**src/common/sec_consts.vh**
```
`ifndef SEC_CONSTS_VH
`define SEC_CONSTS_VH
// serial opcodes, 2 bits after the start bit
`define SEC_OP_READ      2'b10
`define SEC_OP_WRITE     2'b01
`define SEC_OP_ERASE     2'b11
`define SEC_OP_MISC      2'b00
// misc sub-codes in the top two address bits
`define SEC_SUB_LOCK     2'b00
`define SEC_SUB_BULKW    2'b01
`define SEC_SUB_BULKE    2'b10
`define SEC_SUB_UNLOCK   2'b11
// host command codes on nvm_opcode_field
`define SEC_CMD_READ     3'h0
`define SEC_CMD_LOCK     3'h1
`define SEC_CMD_UNLOCK   3'h2
`define SEC_CMD_WRITE    3'h3
`define SEC_CMD_BULKW    3'h4
`define SEC_CMD_ERASE    3'h5
`define SEC_CMD_BULKE    3'h6
`define SEC_CMD_RELOAD   3'h7
// signature location and value
`define SEC_SIG_ADDR     7'h00
`define SEC_SIG_VALUE    8'ha5
// serial clock cycles per command
`define SEC_SHORT_CYC    5'd10
`define SEC_LONG_CYC     5'd18
// timing
`define SEC_CLK_MHZ      200
`define SEC_TIMEOUT_MS   30
`define SEC_TIMEOUT_CYC  (`SEC_TIMEOUT_MS * 1000 * `SEC_CLK_MHZ)
// half period of serial clock in mclk cycles
`define SEC_HALF_DIV     8'd50
`endif

```
**src/core/sec_shifter.v**
```verilog
`timescale 1ns/100ps
// one serial frame: start bit, opcode, address, optional data, cs held throughout
module sec_shifter (
   // clock and reset
   input  wire        mclk,
   input  wire        rstn,
   // control
   input  wire        go,
   input  wire [17:0] frame,
   input  wire [4:0]  nbits,
   input  wire        half_tick,
   input  wire        din_sync,
   // status
   output reg         done,
   output reg  [7:0]  rdata,
   output wire        listen,
   // pins
   output reg         cs,
   output reg         sclk,
   output reg         dout
);
   reg  [17:0] sh_q;
   reg  [4:0]  cnt_q;
   reg         run_q;
   wire [17:0] first_w;
   // data changes on the falling clock so it is settled at the rising one
   assign first_w = frame << (5'd18 - nbits);
   // memory owns the data pin for the last eight clocks of a read
   assign listen = run_q && (cnt_q <= 5'd8);
   always @(posedge mclk or negedge rstn) begin
      if (!rstn) begin
         sh_q  <= 18'h00000;
         cnt_q <= 5'h00;
         run_q <= 1'b0;
         done  <= 1'b0;
         rdata <= 8'h00;
         cs    <= 1'b0;
         sclk  <= 1'b0;
         dout  <= 1'b0;
      end else begin
         done <= 1'b0;
         if (go && !run_q) begin
            sh_q  <= {first_w[16:0], 1'b0};      // msb first
            dout  <= first_w[17];
            cnt_q <= nbits;
            run_q <= 1'b1;
            cs    <= 1'b1;
         end else if (run_q && half_tick) begin
            if (!sclk) begin
               if (cnt_q == 5'h00) begin
                  run_q <= 1'b0;
                  cs    <= 1'b0;
                  dout  <= 1'b0;
                  done  <= 1'b1;
               end else begin
                  sclk <= 1'b1;
               end
            end else begin
               sclk  <= 1'b0;
               cnt_q <= cnt_q - 5'd1;
               rdata <= {rdata[6:0], din_sync};
               dout  <= sh_q[17];
               sh_q  <= {sh_q[16:0], 1'b0};
            end
         end
      end
   end
endmodule

```
**src/core/sec_top.v**
```verilog
`timescale 1ns/100ps
`include "sec_consts.vh"
// What this block does
// - after any reset read byte 00h, memory present only if it equals A5h
// - on match read next six bytes into station address bytes 0 to 5
// - after six bytes loaded set the address-loaded status bit
// - on signature mismatch end initialisation, station address left to software
// - host reload repeats check and load; mismatch leaves address-loaded clear
// - host setting busy starts command; busy clears on completion
// - read command leaves fetched byte in data register in the same cycle that busy clears
// - no memory response within 30 ms abandons operation, sets timeout bit
// - interface disabled: clock and data pins become general outputs or internal monitors, chip select held low
// - support single erase and bulk erase commands
// - memory addressed as 128 locations of 8 bits
// - erase, bulk erase, lock, unlock take 10 clocks; others 18
// - successful host reload sets a separate reload-done bit
module sec_top #(
   parameter TIMEOUT_CYC = `SEC_TIMEOUT_CYC
) (
   // clock and reset
   input  wire        mclk,
   input  wire        rstn,
   // host command side
   input  wire        soft_reset,
   input  wire        busy_set,
   input  wire [2:0]  nvm_opcode_field,
   input  wire [6:0]  nvm_location_field,
   input  wire        data_wr,
   input  wire [7:0]  data_wdata,
   // pin mode
   input  wire        if_disable,
   input  wire        gp_sel_monitor,
   input  wire        gp_data_out,
   input  wire        gp_clk_out,
   input  wire        mon_a,
   input  wire        mon_b,
   // status
   output reg         nvm_busy_bit,
   output reg         nvm_timeout_bit,
   output reg         addr_loaded_bit,
   output reg         reload_done_bit,
   output reg  [7:0]  nvm_data_reg,
   output reg  [47:0] station_addr,
   output reg         station_addr_wr,
   // memory pins
   output reg         serial_mem_cs,
   output reg         serial_mem_clock_pin,
   output reg         serial_mem_data_pin_o,
   output reg         serial_mem_data_pin_oe_n,
   input  wire        serial_mem_data_pin_i
);
   localparam ST_IDLE = 6'b000001;
   localparam ST_SIG  = 6'b000010;
   localparam ST_ADDR = 6'b000100;
   localparam ST_CMD  = 6'b001000;
   localparam ST_WAIT = 6'b010000;
   localparam ST_BOOT = 6'b100000;

   reg  [5:0]  st_q;
   reg  [7:0]  div_q;
   reg         tick_q;
   reg  [1:0]  din_q;
   reg  [2:0]  byte_q;
   reg         host_load_q;
   reg         go_q;
   reg  [17:0] frame_q;
   reg  [4:0]  nbits_q;
   reg  [31:0] to_q;
   reg  [2:0]  cmd_q;
   reg  [6:0]  loc_q;
   reg         sent_q;
   wire        done;
   wire [7:0]  rdata;
   wire        cs_w;
   wire        sclk_w;
   wire        dout_w;
   wire        din_s = din_q[1];
   wire        listen_w;
   wire        rd_frame = (nbits_q == `SEC_LONG_CYC) && (frame_q[16:15] == `SEC_OP_READ);

   // serial clock half-period enable
   always @(posedge mclk or negedge rstn) begin
      if (!rstn) begin
         div_q  <= 8'h00;
         tick_q <= 1'b0;
         din_q  <= 2'b00;
      end else begin
         din_q  <= {din_q[0], serial_mem_data_pin_i};
         tick_q <= (div_q == `SEC_HALF_DIV - 8'd1);
         div_q  <= (div_q == `SEC_HALF_DIV - 8'd1) ? 8'h00 : div_q + 8'd1;
      end
   end

   sec_shifter u_shift (
      .mclk      (mclk),
      .rstn      (rstn),
      .go        (go_q),
      .frame     (frame_q),
      .nbits     (nbits_q),
      .half_tick (tick_q),
      .din_sync  (din_s),
      .done      (done),
      .rdata     (rdata),
      .listen    (listen_w),
      .cs        (cs_w),
      .sclk      (sclk_w),
      .dout      (dout_w)
   );

   // pin mux; data pin tristated while reading back
   always @(posedge mclk or negedge rstn) begin
      if (!rstn) begin
         serial_mem_cs            <= 1'b0;
         serial_mem_clock_pin     <= 1'b0;
         serial_mem_data_pin_o    <= 1'b0;
         serial_mem_data_pin_oe_n <= 1'b1;
      end else if (if_disable) begin
         serial_mem_cs            <= 1'b0;
         serial_mem_clock_pin     <= gp_sel_monitor ? mon_b : gp_clk_out;
         serial_mem_data_pin_o    <= gp_sel_monitor ? mon_a : gp_data_out;
         serial_mem_data_pin_oe_n <= 1'b0;
      end else begin
         serial_mem_cs            <= cs_w;
         serial_mem_clock_pin     <= sclk_w;
         serial_mem_data_pin_o    <= dout_w;
         serial_mem_data_pin_oe_n <= !(cs_w && !(rd_frame && listen_w));
      end
   end

   // main sequencer
   always @(posedge mclk or negedge rstn) begin
      if (!rstn) begin
         st_q            <= ST_BOOT;
         byte_q          <= 3'h0;
         host_load_q     <= 1'b0;
         go_q            <= 1'b0;
         frame_q         <= 18'h00000;
         nbits_q         <= 5'h00;
         to_q            <= 32'h00000000;
         sent_q          <= 1'b0;
         cmd_q           <= 3'h0;
         loc_q           <= 7'h00;
         nvm_busy_bit    <= 1'b1;
         nvm_timeout_bit <= 1'b0;
         addr_loaded_bit <= 1'b0;
         reload_done_bit <= 1'b0;
         nvm_data_reg    <= 8'h00;
         station_addr    <= 48'h000000000000;
         station_addr_wr <= 1'b0;
      end else begin
         go_q            <= 1'b0;
         station_addr_wr <= 1'b0;
         if (data_wr && !nvm_busy_bit)
            nvm_data_reg <= data_wdata;
         if (soft_reset) begin
            st_q         <= ST_BOOT;
            nvm_busy_bit <= 1'b1;
         end else begin
         case (st_q)
         ST_BOOT: begin
            host_load_q     <= 1'b0;
            addr_loaded_bit <= 1'b0;
            st_q            <= ST_SIG;
            go_q            <= 1'b1;
            frame_q         <= {1'b1, `SEC_OP_READ, `SEC_SIG_ADDR, 8'h00};
            nbits_q         <= `SEC_LONG_CYC;
         end
         ST_SIG: if (done) begin
            if (rdata == `SEC_SIG_VALUE) begin
               byte_q  <= 3'h0;
               st_q    <= ST_ADDR;
               go_q    <= 1'b1;
               frame_q <= {1'b1, `SEC_OP_READ, 7'h01, 8'h00};
            end else begin
               st_q         <= ST_IDLE;
               nvm_busy_bit <= 1'b0;
            end
         end
         ST_ADDR: if (done) begin
            station_addr[8*byte_q +: 8] <= rdata;
            if (byte_q == 3'h5) begin
               addr_loaded_bit <= 1'b1;
               reload_done_bit <= host_load_q;
               station_addr_wr <= 1'b1;
               nvm_busy_bit    <= 1'b0;
               st_q            <= ST_IDLE;
            end else begin
               byte_q  <= byte_q + 3'h1;
               go_q    <= 1'b1;
               frame_q <= {1'b1, `SEC_OP_READ, {4'h0, byte_q + 3'h2}, 8'h00};
            end
         end
         ST_IDLE: if (busy_set) begin
            nvm_busy_bit    <= 1'b1;
            nvm_timeout_bit <= 1'b0;
            cmd_q           <= nvm_opcode_field;
            loc_q           <= nvm_location_field;
            st_q            <= ST_CMD;
         end
         ST_CMD: begin
            go_q   <= 1'b1;
            st_q   <= ST_WAIT;
            to_q   <= 32'h00000000;
            sent_q <= 1'b0;
            case (cmd_q)
            `SEC_CMD_READ: begin
               frame_q <= {1'b1, `SEC_OP_READ, loc_q, 8'h00};
               nbits_q <= `SEC_LONG_CYC;
            end
            `SEC_CMD_WRITE: begin
               frame_q <= {1'b1, `SEC_OP_WRITE, loc_q, nvm_data_reg};
               nbits_q <= `SEC_LONG_CYC;
            end
            `SEC_CMD_BULKW: begin
               frame_q <= {1'b1, `SEC_OP_MISC, `SEC_SUB_BULKW, 5'h00, nvm_data_reg};
               nbits_q <= `SEC_LONG_CYC;
            end
            `SEC_CMD_ERASE: begin
               frame_q <= {8'h00, 1'b1, `SEC_OP_ERASE, loc_q};
               nbits_q <= `SEC_SHORT_CYC;
            end
            `SEC_CMD_BULKE: begin
               frame_q <= {8'h00, 1'b1, `SEC_OP_MISC, `SEC_SUB_BULKE, 5'h00};
               nbits_q <= `SEC_SHORT_CYC;
            end
            `SEC_CMD_LOCK: begin
               frame_q <= {8'h00, 1'b1, `SEC_OP_MISC, `SEC_SUB_LOCK, 5'h00};
               nbits_q <= `SEC_SHORT_CYC;
            end
            `SEC_CMD_UNLOCK: begin
               frame_q <= {8'h00, 1'b1, `SEC_OP_MISC, `SEC_SUB_UNLOCK, 5'h00};
               nbits_q <= `SEC_SHORT_CYC;
            end
            default: begin   // reload repeats the boot sequence
               go_q            <= 1'b0;
               st_q            <= ST_SIG;
               host_load_q     <= 1'b1;
               addr_loaded_bit <= 1'b0;
               reload_done_bit <= 1'b0;
               go_q            <= 1'b1;
               frame_q         <= {1'b1, `SEC_OP_READ, `SEC_SIG_ADDR, 8'h00};
               nbits_q         <= `SEC_LONG_CYC;
            end
            endcase
         end
         ST_WAIT: begin
            // write, bulk write, erase and bulk erase wait for the memory to raise its ready level; lock and unlock do not
            if (done && cmd_q == `SEC_CMD_READ) begin
               nvm_data_reg <= rdata;
               nvm_busy_bit <= 1'b0;
               st_q         <= ST_IDLE;
            end else if (done) begin
               sent_q <= 1'b1;
            end else if (sent_q) begin
               // first samples still carry the level from inside the frame
               if (to_q >= 32'd3 &&
                   (din_s || cmd_q == `SEC_CMD_LOCK || cmd_q == `SEC_CMD_UNLOCK)) begin
                  sent_q       <= 1'b0;
                  nvm_busy_bit <= 1'b0;
                  st_q         <= ST_IDLE;
               end else if (to_q == TIMEOUT_CYC - 1) begin
                  sent_q          <= 1'b0;
                  nvm_timeout_bit <= 1'b1;
                  nvm_busy_bit    <= 1'b0;
                  st_q            <= ST_IDLE;
               end else
                  to_q <= to_q + 32'd1;
            end
         end
         default: st_q <= ST_IDLE;
         endcase
         end
      end
   end
endmodule

```
**config.mk**
```make
export PLATFORM = sky130hd
export DESIGN_NAME = sec_top
export DESIGN_NICKNAME = d
export VERILOG_FILES = /design/src/core/sec_shifter.v /design/src/core/sec_top.v
export VERILOG_INCLUDE_DIRS = /design/src /design/src/common
export SDC_FILE = /design/constraint.sdc
export NUM_CORES = 1
export LEC_CHECK = 0
export ABC_CLOCK_PERIOD_IN_PS = 2600
export BUFFER_PORTS_ARGS = -buffer_cell sky130_fd_sc_hd__buf_2
export CORE_MARGIN = 10
export CORE_UTILIZATION = 30
export DETAILED_ROUTE_END_ITERATION = 12
export PLACE_DENSITY = 0.49
export SYNTH_ARGS = -nofsm -noshare
export SYNTH_HDL_FRONTEND = slang
export SYNTH_SLANG_ARGS = --single-unit
```
**constraint.sdc**
```tcl
create_clock -name mclk -period 2.6 [get_ports mclk]
set_clock_uncertainty 0.1 [all_clocks]
set_input_delay 0.26 -clock mclk [delete_from_list [all_inputs] [get_ports mclk]]
set_output_delay 0.26 -clock mclk [all_outputs]
set_load 0.02 [all_outputs]
```
Word-level counts from Yosys, hierarchy flattened --
Index checks and enable logic that the tools add are counted. W data, S select, Z words.
Storage, ports and cells: output and inout bits 65, register bits 188, logic and storage cells 242
Operators by class: mux-type cells 107, shift-type cells 3, magnitude comparators 2, equality and inequality tests 40, reductions and logical operators 50, $add $sub $neg 7, bitwise gates (word level) 2
Operators with widths (count):
- $mux W32 | 5
- $mux W18 | 7
- $pmux W18 S7 | 1
- $pmux W18 S4 | 1
- $pmux W32 S2 | 1
- $mux W6 | 10
- $mux W1 | 56
- $bwmux W48 | 1
- $shift A8 B34 Y48 const A | 1
- $shiftx A8 B34 Y48 | 1
- $mux W8 | 5
- $pmux W6 S6 | 1
- $neg A6 Y34 | 1
- $add A32 B1 Y32 const B | 1
- $eq A32 B23 Y1 const B | 1
- $ge A32 B2 Y1 const B | 1
- $mux W5 | 5
- $ne A2 B2 Y1 const B | 12
- $reduce_and A3 Y1 | 6
- $shl A18 B5 Y18 | 1
- $reduce_bool A2 Y1 | 8
- $mux W3 | 5
- $reduce_and A7 Y1 | 2
- $eq A3 B3 Y1 const B | 4
- 45 further kinds | 74

Logic depth before layout (Yosys ltp) --
depth in word-level cells 10, gate-level depth with buffers 10

Hierarchy --
From an unflattened synthesis, not the netlist that was laid out.
Unflattened totals: cells, all modules 958, area, all modules 9598.0 um^2
Modules (own cells, without submodules):
- sec_top | area an instance 7259.5 um^2, times used 1, cells an instance 718
- sec_shifter | area an instance 2338.5 um^2, times used 1, cells an instance 240

Worst setup path before layout --
Ideal clock, no wire load.
path kind reg2reg, start point reg st_q[3], end point reg station_addr[10], arrival time 2225 ps, setup slack 150 ps, period minus slack after synthesis 2450 ps, stages on the path, launching flop included 7, buffers on the path 1, cell sequence dfrtp_1 -> or4_1 -> or3_1 -> nor3_2 -> and2_1 -> buf_2 -> mux2_2
On the way: cells in the longest elaborated chain, start to end 2
RTL lines:
- from (decl) | RTL line sec_top.v:59 | reg [5:0] st_q;
- from (signal assigned) | RTL line sec_top.v:133 | st_q <= ST_BOOT;
- from (signal assigned) | RTL line sec_top.v:156 | st_q <= ST_BOOT;
- from (signal assigned) | RTL line sec_top.v:163 | st_q <= ST_SIG;
- $eq A6 B3 Y1 | RTL line sec_top.v:159 | case (st_q)
- $reduce_and A3 Y1 (no source line)
- to (signal, indexed assignment) | RTL line sec_top.v:180 | station_addr[8*byte_q +: 8] <= rdata;
- to (decl) | RTL line sec_top.v:43 | output reg [47:0] station_addr,
Every way passes these cells. A chain may end at the register's enable or synchronous reset.

Worst setup path after layout --
start point reg st_q[3], end point reg station_addr[35]
The elaborated chain is that of the path after synthesis.

==> flow_summary.json <==
{
  "r2r_end": "station_addr[35]",
  "top_regs": "station_addr (48), to_q (32), frame_q (18)",
  "worst-path-max-fanout": 8,
  "critical_path_class": "flip-flop to flip-flop",
  "io_buffers": 94,
  "path_delay_family": "simple AND/OR/NAND/NOR gates",
  "whs_ns": 0.02369,
  "synthDistinctLibCells": 69,
  "vdd_ir_drop_max_uv": 425.4,
  "drtIter0Drc": 686,
  "grtUsageTotal_pct": 14.06,
  "cts_tree": "yes",
  "via_per_inst": 5.061,
  "drt_pass1_iterations": 6,
  "path_cells": "or4_1 > or3_1 > nor3_4 > and3b_1 > buf_4 > mux2_2",
  "register_area_um2": 4636,
  "cp-start-kind": "flip-flop",
  "largest_reg_flops": 48,
  "max_slew_margin_pct": 42.39,
  "h-tree-depth": 4,
  "hold_path.class": "input pin to flip-flop",
  "nNetsFinal": 1143,
  "place_inst": 1447,
  "clock.fmax_mhz": 392.8,
  "tightest_slew_ns": 0.8642,
  "synthMuxAreaShare_pct": 7.412,
  "antennaDiodeCount": 0,
  "clkLatencyLatePin_ns": 0.45,
  "crit_path_top_delay_cell": "or4_1",
  "dp_slack_ns": -0.004906,
  "overflow": 0,
  "pwr-share-clk_pct": 36.0,
  "final_max_slew_viol_count": 0,
  "fin_crit_sh_pct": 97.91,
  "seq_power_share_pct": 48.5,
  "powerDensity_nw_per_um2": 633.5,
  "ff2ff_setup_slack_ns": 0.05,
  "ys.flop_type": "dfrtp_1",
  "die_w_um": 194.3,
  "clockBufferDepth": 2,
  "endpoint_kind": "flip-flop",
  "rr_startpoint": "st_q[3]",
  "vias": 7612,
  "r2r.worst_path.cells": 6,
  "finalNonFillerCells": 1504,
  "finalSetupViolations": 0,
  "layout_common_cells": "dfrtp_1 (180), nand2_1 (151), buf_2 (93)",
  "grt_max_degree": 72,
  "outcome": "completed",
  "hpwl_um": 19700,
  "synth_top_family_by_area": "simple AND/OR/NAND/NOR gates",
  "holdPathEnd": "serial_mem_clock_pin",
  "synth-seq-cells": 185,
  "hold_depth": 3,
  "synthAdderAreaFrac_pct": 1.647,
  "worstPathArrival_ns": 2.77,
  "internal-power_uw": 4966,
  "max_stage_delay_ns": 0.58,
  "p_leak_uw": 0.005310,
  "crit_required_ns": 2.83,
  "hold_start": "gp_clk_out",
  "synth_simple_gate_area_share_pct": 21.26,
  "synth_warnings": 0,
  "cts_inserted_buffers": 17,
  "grt_pass1_vias": 7437,
  "synth_area_um2": 9115,
  "path_clk_slew_ns": 0.08,
  "dieArea_um2": 37760,
  "synthXorXnorAreaFrac_pct": 0.7687,
  "synth_seq_area_share_pct": 50.83,
  "gp_congestion": 0.7964,
  "synthToLayoutAreaGrowth_pct": 25.00,
  "routed_wl_um": 26800,
  "ant_nets": 0,
  "start_util_pct": 30.59,
  "clock_sinks": 185,
  "largest-register": "station_addr",
  "grt_pass1_wl_um": 42970,
  "tns_ns": 0,
  "syn_area_per_cell_um2": 9.697,
  "cts-root-buf": "clkbuf_16",
  "drcViolationCount": 0,
  "multi_input_area_um2": 4292,
  "synth_edf_count": 0,
  "core-area_um2": 29800,
  "wl_per_cell_um": 17.82,
  "antenna_found_initial": 0,
  "io_pins": 95,
  "synth-compound-area-share_pct": 14.72,
  "p_switching_uw": 2251,
  "period_needed_ns": 2.546,
  "drive_above_1_share_pct": 26.30,
  "comb_power_share_pct": 15.5,
  "async_flop_share_pct": 100.0,
  "fin_ws_ns": 0.05425,
  "p_sw_share_pct": 31.19,
  "fin_util_pct": 38.24,
  "row_count": 63,
  "syn_nets": 982,
  "synth_cells": 940,
  "path_buf_inv": 1,
  "final_common_cell": "dfrtp_1",
  "num-fill-cells": 3005,
  "maxCapViolCount": 0,
  "finalHoldViolations": 0,
  "die_h_um": 194.3
}
==> cells by family (layout without fill, tap and decap cells) <==
logic type,count (synthesis),after routing
xor+xnor,8,8
simple gates,387,389
mux,62,62
flops,185,185
buf+inv,71,243
compound gates,215,215
fa+ha+maj,12,12
==> worst max path at each step <==
stage          slack (ns)                to  depth (start not counted)    start
6_report             0.05  station_addr[35]                          6  st_q[3]
5_1_grt             -0.03  station_addr[35]                          6  st_q[3]
4_1_cts              0.01       frame_q[16]                          6  st_q[3]
3_5_place_dp       -0.005   station_addr[8]                          5  st_q[3]
3_3_place_gp        0.001  station_addr[15]                          5  st_q[3]
2_1_floorplan        0.15  station_addr[10]                          6  st_q[3]
==> cell type report <==
| cell class | count | area share [%] |
|---|---|---|
| Sequential cell | 185 | 40.69 |
| Multi-Input combinational cell | 686 | 37.67 |
| Timing Repair Buffer | 193 | 11.64 |
| Tap cell | 390 | 4.283 |
| Clock buffer | 17 | 3.734 |
| Clock inverter | 15 | 1.395 |
| Inverter | 18 | 0.5930 |
==> stage by stage <==
step	instance area (um^2)	total power (uW)
final	11390	7217
after global routing	11390	7618
after CTS	11260	7299
after detailed placement	10470	4659
after global placement	10470	4649
after floorplan	9115	4127
==> worst register-to-register path, cell delays in order, from the launching register on <==
cell	delay (ns)
dfrtp_2	0.46
or4_1	0.58
or3_1	0.39
nor3_4	0.20
and3b_1	0.20
buf_4	0.17
mux2_2	0.35
==> power by group through the flow <==
stage          clock (uW)  combinational, uW  sequential [uW]
2_1_floorplan           0                613             3510
3_3_place_gp            0               1090             3560
3_5_place_dp            0               1100             3560
4_1_cts              2670               1130             3510
5_1_grt              2810               1260             3550
6_report             2600               1120             3500
==> synth_stat cells (5+ instances only) <==
master	instances	area share [%]
dfrtp_1	182	50
nand2_1	152	6.3
o21ai_0	76	4.2
nor2_1	63	2.6
a21oi_1	54	3.0
mux2_2	43	5.3
clkbuf_1	33	1.4
or3_1	28	1.9
nand3_1	25	1.4
mux2i_1	18	2.0
nand4_1	17	1.2
inv_1	16	0.66
o21a_1	15	1.2
nor4_1	13	0.89
or4_1	13	1.1
and2_1	12	0.82
and3_1	12	0.82
ha_1	12	1.6
a31oi_1	10	0.69
buf_2	10	0.55
nand2b_1	10	0.69
nor3_1	9	0.49
o31ai_1	9	0.74
a221oi_1	7	0.67
a31o_2	6	0.58
a22o_1	5	0.48
==> metal layers <==
layer | global-route usage [%] | up-vias | wire [um]
li1 | - | 3708 | -
met1 | 18.94 | 3766 | 12740
met2 | 22.34 | 116 | 12800
met3 | 3.235 | 22 | 959
met4 | 3.350 | 0 | 301
met5 | 0 | - | 0
==> timing repair <==
item,4_1_cts,5_1_grt
hold buffers,20,0
setup buffers,0,3
hold endpoints to repair,87,0
resized for setup,1,19
cloned,0,2
pin swaps,0,9
endpoints found under the setup margin,6,53
No activity file was read; power rests on OpenSTA's default activity.
